===== config.mk =====
export PLATFORM = sky130hd
export DESIGN_NAME = frame_timing_counters
export DESIGN_NICKNAME = d
export VERILOG_FILES = /design/src/frame_timing_pkg.sv /design/src/bit_time_tick.sv /design/src/sof_sequencer.sv /design/src/frame_timing_counters.sv
export SDC_FILE = /design/constraint.sdc
export NUM_CORES = 1
export LEC_CHECK = 0
export ABC_AREA = 0
export ABC_CLOCK_PERIOD_IN_PS = 3800
export BUFFER_PORTS_ARGS = -buffer_cell sky130_fd_sc_hd__clkbuf_2
export CAP_MARGIN = 15
export CORE_MARGIN = 2
export CORE_UTILIZATION = 48
export DETAILED_ROUTE_END_ITERATION = 10
export PLACE_DENSITY = 0.83
export SYNTH_ARGS = -nofsm -noshare
export SYNTH_HDL_FRONTEND = slang
export SYNTH_SLANG_ARGS = --single-unit

===== constraint.sdc =====
create_clock -name ref_clk -period 3.8 [get_ports ref_clk]
set_input_delay 0.57 -clock ref_clk [delete_from_list [all_inputs] [get_ports ref_clk]]
set_output_delay 0.57 -clock ref_clk [all_outputs]
set_load 0.05 [all_outputs]

===== src/frame_timing_pkg.sv =====
// Shared constants and carrier types for the frame timing counters.
// Assumes a single 25 MHz reference clock and same-clock neighbours.
package frame_timing_pkg;

   ////////////////////////////////////////////////////////////////////////////
   // Register offsets (byte addresses in the controller's memory space)
   localparam logic [7:0] FM_REMAINING_OFS = 8'h38;
   localparam logic [7:0] FM_NUMBER_OFS = 8'h3C;

   // Field positions and widths
   localparam int REMAINING_W = 14;
   localparam int FRAME_COUNT_W = 16;
   localparam int TOGGLE_BIT = 31;
   localparam int SOF_FLAG_BIT = 2;

   // Reset values and the nominal frame interval
   localparam logic [31:0] FM_REMAINING_RST = 32'h0000_0000;
   localparam logic [31:0] FM_NUMBER_RST = 32'h0000_0000;
   localparam logic [13:0] FI_NOMINAL = 14'h2EDF; // 11,999 bit times

   ////////////////////////////////////////////////////////////////////////////
   // Timing: full-speed bit rate against the reference clock rate
   localparam int REF_CLK_KHZ = 25000;
   localparam int FS_BIT_KHZ = 12000;
   localparam int TICK_GCD = 1000;
   localparam logic [5:0] TICK_NUM = 6'(FS_BIT_KHZ / TICK_GCD);
   localparam logic [5:0] TICK_DEN = 6'(REF_CLK_KHZ / TICK_GCD);

   ////////////////////////////////////////////////////////////////////////////
   // Carriers
   typedef struct packed {
      logic sel;
      logic wr;
      logic [7:0] addr;
      logic [31:0] wdata;
   } reg_req_t;

   typedef struct packed {
      logic toggle;
      logic [13:0] value;
   } interval_t;

   typedef enum {
      SEQ_IDLE,
      SEQ_WAIT_SOF,
      SEQ_WRITE,
      SEQ_FLAG
   } seq_state_t;

endpackage


===== src/bit_time_tick.sv =====
// Full-speed bit-time tick generator.
// Assumes ref_clk at the rate named in the package; tick is one cycle wide.
`timescale 1ns/1ns
`default_nettype none
module bit_time_tick (
   input wire logic ref_clk,
   input wire logic reset,
   output logic tick
);
   import frame_timing_pkg::*;

   logic [5:0] acc_q;
   logic [5:0] acc_d;
   logic tick_q;
   logic tick_d;

   ////////////////////////////////////////////////////////////////////////////
   // Fractional accumulator: 12 ticks every 25 clocks, jitter one clock
   always_comb begin
      acc_d = acc_q + TICK_NUM;
      tick_d = 1'b0;
      if (acc_d >= TICK_DEN) begin
         acc_d = acc_d - TICK_DEN;
         tick_d = 1'b1;
      end
   end

   always_ff @(posedge ref_clk) begin
      if (reset) begin
         acc_q <= 6'h00;
         tick_q <= 1'b0;
      end else begin
         acc_q <= acc_d;
         tick_q <= tick_d;
      end
   end

   assign tick = tick_q;
endmodule
`default_nettype wire


===== src/sof_sequencer.sv =====
// Frame boundary sequencer: SOF, frame number write to host memory, flag.
// Assumes the SOF sender and memory writer answer with one-cycle pulses.
`timescale 1ns/1ns
`default_nettype none
module sof_sequencer (
   input wire logic ref_clk,
   input wire logic reset,
   input wire logic start,
   input wire logic [15:0] frame_count,
   input wire logic sof_done,
   input wire logic mem_wr_ack,
   output logic sof_req,
   output logic mem_wr_req,
   output logic [15:0] mem_wr_data,
   output logic sof_flag_set,
   output logic list_start,
   output logic busy
);
   import frame_timing_pkg::*;

   seq_state_t state_q, state_d;
   logic sof_req_q, sof_req_d;
   logic wr_req_q, wr_req_d;
   logic [15:0] data_q, data_d;
   logic flag_q, flag_d;
   logic list_q, list_d;

   ////////////////////////////////////////////////////////////////////////////
   // Next state; the number is captured at start so later writes cannot tear it
   always_comb begin
      state_d = state_q;
      sof_req_d = 1'b0;
      wr_req_d = wr_req_q;
      data_d = data_q;
      flag_d = 1'b0;
      list_d = 1'b0;
      case (state_q)
         SEQ_IDLE: begin
            if (start) begin
               data_d = frame_count;
               sof_req_d = 1'b1;
               state_d = SEQ_WAIT_SOF;
            end
         end
         SEQ_WAIT_SOF: begin
            if (sof_done) begin
               wr_req_d = 1'b1;
               state_d = SEQ_WRITE;
            end
         end
         SEQ_WRITE: begin
            if (mem_wr_ack) begin
               wr_req_d = 1'b0;
               flag_d = 1'b1;
               state_d = SEQ_FLAG;
            end
         end
         SEQ_FLAG: begin
            list_d = 1'b1;
            state_d = SEQ_IDLE;
         end
         default: begin
            state_d = SEQ_IDLE;
            wr_req_d = 1'b0;
         end
      endcase
   end

   always_ff @(posedge ref_clk) begin
      if (reset) begin
         state_q <= SEQ_IDLE;
         sof_req_q <= 1'b0;
         wr_req_q <= 1'b0;
         data_q <= 16'h0000;
         flag_q <= 1'b0;
         list_q <= 1'b0;
      end else begin
         state_q <= state_d;
         sof_req_q <= sof_req_d;
         wr_req_q <= wr_req_d;
         data_q <= data_d;
         flag_q <= flag_d;
         list_q <= list_d;
      end
   end

   assign sof_req = sof_req_q;
   assign mem_wr_req = wr_req_q;
   assign mem_wr_data = data_q;
   assign sof_flag_set = flag_q;
   assign list_start = list_q;
   assign busy = (state_q != SEQ_IDLE);
endmodule
`default_nettype wire


===== src/frame_timing_counters.sv =====
// Frame remaining and frame number counters with their two registers.
// Assumes the interval register, interrupt status and list processing live
// outside and share ref_clk; register accesses arrive on a same-clock port.
`timescale 1ns/1ns
`default_nettype none

// Behaviour
// The remaining count is a 14-bit down counter in bits 13:0 at offset 38h, bits 30:14 reserved.
// The remaining count drops by one on every full-speed bit time while operational.
// Once the remaining count is zero it reloads the frame interval at the next bit time.
// Each time the count reaches zero the interval toggle is copied into bit 31 of the register.
// Entering the operational state reloads the count from the interval for the next frame.
// The frame number advances each time the remaining count reloads at a frame boundary.
// The frame number rolls over to zero after FFFFh.
// The frame number advances once on entry to the operational state.
// The frame number goes to host memory after the increment and SOF, before list work.
// Once that memory write completes the start-of-frame status flag is set.
// The frame number is read at offset 3Ch as a 16-bit counter.
// Software writes reserved bits of both registers as zero.
// The interval loaded into the counter has a nominal value of 11,999 bit times.
// Software inverts the interval toggle whenever it loads a new interval.
// The decrement tick is derived from the 12 Mbit/s full-speed bit rate.
module frame_timing_counters (
   input wire logic ref_clk,
   input wire logic reset,
   input wire frame_timing_pkg::reg_req_t reg_req,
   output logic [31:0] reg_rdata,
   output logic reg_ack,
   input wire frame_timing_pkg::interval_t interval,
   input wire logic operational_state,
   input wire logic sof_done,
   input wire logic mem_wr_ack,
   output logic sof_req,
   output logic mem_wr_req,
   output logic [15:0] mem_wr_data,
   output logic start_of_frame_flag_set,
   output logic list_start,
   output logic frame_boundary,
   output logic [13:0] remaining_count,
   output logic [15:0] frame_count
);
   import frame_timing_pkg::*;

   ////////////////////////////////////////////////////////////////////////////
   // Declarations

   logic tick;
   logic seq_busy;
   logic [13:0] rem_q, rem_d;
   logic toggle_q, toggle_d;
   logic [15:0] fn_q, fn_d;
   logic op_q, op_d;
   logic start_q, start_d;
   logic [31:0] rdata_q, rdata_d;
   logic ack_q, ack_d;
   logic [13:0] reload_value;
   logic op_entry;
   logic hit_rem;
   logic hit_num;
   logic wr_rem;
   logic wr_num;

   ////////////////////////////////////////////////////////////////////////////
   // Bit-time reference

   // One tick per full-speed bit period, spread over the 25 MHz clock
   bit_time_tick u_tick (
      .ref_clk(ref_clk),
      .reset(reset),
      .tick(tick)
   );

   ////////////////////////////////////////////////////////////////////////////
   // Reload source and state entry

   // A zero interval would wedge the counter at zero, so fall back to nominal
   assign reload_value = (interval.value == 14'h0000) ? FI_NOMINAL : interval.value;

   // Entry into the operational state is a rising level from the state logic
   assign op_entry = operational_state & ~op_q;

   // Register decode
   assign hit_rem = (reg_req.addr == FM_REMAINING_OFS);
   assign hit_num = (reg_req.addr == FM_NUMBER_OFS);
   assign wr_rem = reg_req.sel & reg_req.wr & hit_rem;
   assign wr_num = reg_req.sel & reg_req.wr & hit_num;

   ////////////////////////////////////////////////////////////////////////////
   // Counter next state
   // Hardware updates win over a software write landing in the same cycle;
   // the counters must never skip a frame boundary because of a stray write.
   always_comb begin
      rem_d = rem_q;
      toggle_d = toggle_q;
      fn_d = fn_q;
      op_d = operational_state;
      start_d = 1'b0;
      if (op_entry) begin
         rem_d = reload_value;
         fn_d = fn_q + 16'h0001;
         start_d = 1'b1;
      end else if (operational_state && tick) begin
         if (rem_q == 14'h0000) begin
            rem_d = reload_value;
            toggle_d = interval.toggle;
            fn_d = fn_q + 16'h0001;
            start_d = 1'b1;
         end else begin
            rem_d = rem_q - 14'h0001;
         end
      end else begin
         // Reserved bits are dropped, so nonzero writes there do no harm
         if (wr_rem) begin
            rem_d = reg_req.wdata[REMAINING_W-1:0];
            toggle_d = reg_req.wdata[TOGGLE_BIT];
         end
         if (wr_num) begin
            fn_d = reg_req.wdata[FRAME_COUNT_W-1:0];
         end
      end
   end

   // Counter registers
   always_ff @(posedge ref_clk) begin
      if (reset) begin
         rem_q <= FM_REMAINING_RST[REMAINING_W-1:0];
         toggle_q <= FM_REMAINING_RST[TOGGLE_BIT];
         fn_q <= FM_NUMBER_RST[FRAME_COUNT_W-1:0];
         op_q <= 1'b0;
         start_q <= 1'b0;
      end else begin
         rem_q <= rem_d;
         toggle_q <= toggle_d;
         fn_q <= fn_d;
         op_q <= op_d;
         start_q <= start_d;
      end
   end

   ////////////////////////////////////////////////////////////////////////////
   // Register read path

   // Reads show live counter state one cycle after the strobe
   always_comb begin
      rdata_d = 32'h0000_0000;
      ack_d = reg_req.sel;
      if (reg_req.sel && !reg_req.wr) begin
         if (hit_rem) begin
            rdata_d[TOGGLE_BIT] = toggle_q;
            rdata_d[REMAINING_W-1:0] = rem_q;
         end else if (hit_num) begin
            rdata_d[FRAME_COUNT_W-1:0] = fn_q;
         end
      end
   end

   always_ff @(posedge ref_clk) begin
      if (reset) begin
         rdata_q <= 32'h0000_0000;
         ack_q <= 1'b0;
      end else begin
         rdata_q <= rdata_d;
         ack_q <= ack_d;
      end
   end

   ////////////////////////////////////////////////////////////////////////////
   // Frame boundary sequence

   // The sequencer captures the already incremented number on start_q.
   // A boundary arriving while it is still busy is not queued; a frame is
   // about 12,000 bit times, far longer than any sane memory answer.
   sof_sequencer u_seq (
      .ref_clk(ref_clk),
      .reset(reset),
      .start(start_q & ~seq_busy),
      .frame_count(fn_q),
      .sof_done(sof_done),
      .mem_wr_ack(mem_wr_ack),
      .sof_req(sof_req),
      .mem_wr_req(mem_wr_req),
      .mem_wr_data(mem_wr_data),
      .sof_flag_set(start_of_frame_flag_set),
      .list_start(list_start),
      .busy(seq_busy)
   );

   ////////////////////////////////////////////////////////////////////////////
   // Outputs, all from flops
   assign reg_rdata = rdata_q;
   assign reg_ack = ack_q;
   assign frame_boundary = start_q;
   assign remaining_count = rem_q;
   assign frame_count = fn_q;

endmodule
`default_nettype wire


==> impl_metrics.py <==
metrics = {
    "sta": {
        "period_minus_slack_ns": 2.72,
        "worstMarginPinSlew_ns": 0.624,
        "setup_violations": 0,
        "setup_tns_ns": 0,
        "maxSlewViolCount": 0,
        "timing.hold.ws_ns": 0.457,
        "fmaxAchievable_ghz": 0.367,
        "max-slew-margin-rel": 0.584,
        "grt_setup_unrepaired": "no",
        "hold_viol": 0,
        "skew_ns": 0.0152,
        "min_period_over_period": 0.717,
    },
    "critical_path": {
        "r2r-start": "remaining_count[1]",
        "crit_required_ns": 4.09,
        "critPathLaunch": "remaining_count[1]",
        "crit_arrival_ns": 3.02,
        "r2r_setup_slack_ns": 1.08,
        "worstPathMaxFanout": 15,
        "startpoint_type": "flip-flop",
        "endpoint_kind": "flip-flop",
        "worstSetupPathType": "flip-flop to flip-flop",
        "ff2ff_path_depth": 7,
        "rr_endpoint": "remaining_count[11]",
    },
    "run_status": {
        "status": "finished, final reports clean",
    },
    "global_route": {
        "grt_first_pass_wirelength_um": 20400,
        "overflow": 0,
        "grt_pass1_vias": 4129,
        "grt_max_degree": 56,
        "grt_usage": 0.262,
        "antenna_found_initial": 0,
    },
    "power": {
        "power.density_nw_per_um2": 541,
        "vdd_drop_max_mv": 0.304,
        "leakagePower_uw": 0.00213,
        "power.total_uw": 2750,
    },
    "clock_network": {
        "clk_pin_slew_worst_paths_ns": 0.10,
        "clock_path_buffers": 2,
        "htree_num_levels": 3,
        "holdBufCountCts": 0,
        "cts_setup_buffers": 0,
        "cts_tree": "done",
        "cts_resized": 0,
        "cts_made_buffers": 9,
        "clkSinkCount": 80,
        "clk_latency_ns": 0.37,
        "cts-root-buf": "clkbuf_8",
    },
    "layout": {
        "final_cell_mix": "115 x clkbuf_2, 80 x dfxtp_1, 65 x nand2_1",
        "syn2layout_area_growth_pct": 19.1,
        "final_core_util": 0.586,
        "diodes": 0,
        "final_layout_size_suffix_gt1_frac": 0.234,
        "final_common_cell": "clkbuf_2",
        "fill_cells": 814,
        "nets": 697,
    },
    "floorplan": {
        "die-area_um2": 9660,
        "core_um2": 8680,
        "io_pins": 146,
        "rows": 34,
        "die_width_um": 98.3,
        "start_util": 0.492,
        "die_height_um": 98.3,
    },
    "placement": {
        "port_buffers": 115,
        "place_congestion": 0.934,
        "hpwlAfterDp_um": 9360,
    },
    "detailed_routing": {
        "via_per_inst": 6.00,
        "drt_iter0_drc": 402,
        "drc_errors": 0,
        "wl_um": 13000,
        "dr.pass1.iters": 5,
        "vias": 4413,
        "wire_per_inst_um": 17.7,
        "ant_nets": 0,
    },
    "yosys": {
        "yosysSeqAreaShare": 0.375,
        "yosysUniqueCellTypes": 57,
        "netlist_area_um2": 4270,
        "synth-edff-count": 0,
        "synthTopCellsByArea": "dfxtp_1 38%, nand2_1 5.7%, a21oi_1 5.6%, mux2i_1 4.0%, nor2_1 3.8%",
        "yosysWarnings": 0,
        "synth-seq-cells": 80,
        "avgSynthCellArea_um2": 8.16,
        "async_reset_ff_frac": 0,
        "yosys.area.top_type": "dfxtp_1",
        "dominantRegCellSynth": "dfxtp_1",
        "postSynthCellCount": 523,
        "synth_top_cell_area_share": 0.375,
    },
    "worst_hold_path": {
        "min_from": "u_seq.mem_wr_data[3]",
        "hp-class": "flip-flop to flip-flop",
        "hold_path_depth": 2,
        "hold-path-endpoint": "u_seq.mem_wr_data[3]",
    },
    "flow_run": {
        "drv_cap": 0,
    },
}
-- final cells by class --
type / instances / area [um2] / share of cell area
flip-flops and latches: 80 / 1600 / 0.315
multi-input cells: 395 / 2420 / 0.476
inverters: 16 / 60.1 / 0.0118
repair buffers: 122 / 628 / 0.124
well taps: 108 / 135 / 0.0266
clock inverters: 6 / 118 / 0.0231
clock buffers: 9 / 124 / 0.0244
-- synth_stat cells, drive strengths merged, types with 3 or more instances --
master / instances
a211oi: 4
a21boi: 3
a21o: 7
a21oi: 48
a221oi: 7
a31oi: 6
a32o: 3
and2: 4
and3: 8
and4: 4
buf: 23
clkbuf: 23
dfxtp: 80
ha: 11
inv: 15
mux2i: 17
nand2: 65
nand3: 9
nand3b: 3
nand4: 3
nand4b: 4
nor2: 43
nor2b: 6
nor3: 19
nor3b: 6
nor4: 10
o21a: 4
o21ai: 28
o21bai: 7
o32ai: 11
or3: 5
or4: 5
xnor2: 3
-- registers in the layout, summed over array words and instances (netlist names) --
signal	cells
reg_rdata	17
frame_count	16
u_seq.mem_wr_data	16
remaining_count	14
u_tick.acc_q	6
u_seq.state_q	2
frame_boundary	1
op_q	1
reg_ack	1
toggle_q	1
u_seq.list_start	1
u_seq.mem_wr_req	1
u_seq.sof_flag_set	1
u_seq.sof_req	1
u_tick.tick	1
-- kinds of logic (layout without fill, tap and decap cells) --
group	after synthesis	in the layout	synth area share
simple gates	203	203	0.243
compound gates	142	142	0.220
flops	80	80	0.375
buf+inv	62	153	0.0730
mux	19	19	0.0451
fa+ha+maj	11	11	0.0322
xor+xnor	5	5	0.0103
other cells	1	15	0.000878
-- per-stage QoR --
| stage | instances | worst slack [ns] | instance area [um2] |
|---|---|---|---|
| after floorplan | 537 | 1.37 | 4320 |
| after global placement | 721 | 1.23 | 4840 |
| after detailed placement | 721 | 1.18 | 4840 |
| after CTS | 736 | 1.15 | 5080 |
| after global routing | 736 | 0.897 | 5080 |
| final | 736 | 1.08 | 5080 |
-- how the worst max path moves through the flow --
| stage | to | slack [ns] |
|---|---|---|
| floorplan | remaining_count[5] | 1.37 |
| global placement | remaining_count[0] | 1.23 |
| detailed placement | remaining_count[0] | 1.18 |
| CTS | remaining_count[0] | 1.15 |
| global route | remaining_count[0] | 0.90 |
| finish | remaining_count[11] | 1.08 |
-- power by group --
part	internal, uW	switching, uW	leakage, uW	total, uW
Sequential	921	110	0.000652	1030
Combinational	320	620	0.00136	941
Clock	439	339	0.000117	778
Total	1680	1070	0.00213	2750
-- routing by layer --
| metal | vias up | GRT usage | wire length, um |
|---|---|---|---|
| met5 | - | 0 | 0 |
| met3 | 42 | 0.0687 | 1160 |
| met1 | 2060 | 0.351 | 5500 |
| met2 | 244 | 0.406 | 5950 |
| met4 | 0 | 0.0980 | 421 |
| li1 | 2067 | - | - |
-- critical path: stages (launching register included) --
cell and delay [ns]:
dfxtp_1 0.38, inv_1 0.11, ha_1 0.20, or3b_2 0.56, nor4_2 0.35, or2_1 0.53
o21ai_0 0.32, a31oi_1 0.19
Note: power is estimated with default switching activity, not from simulation.
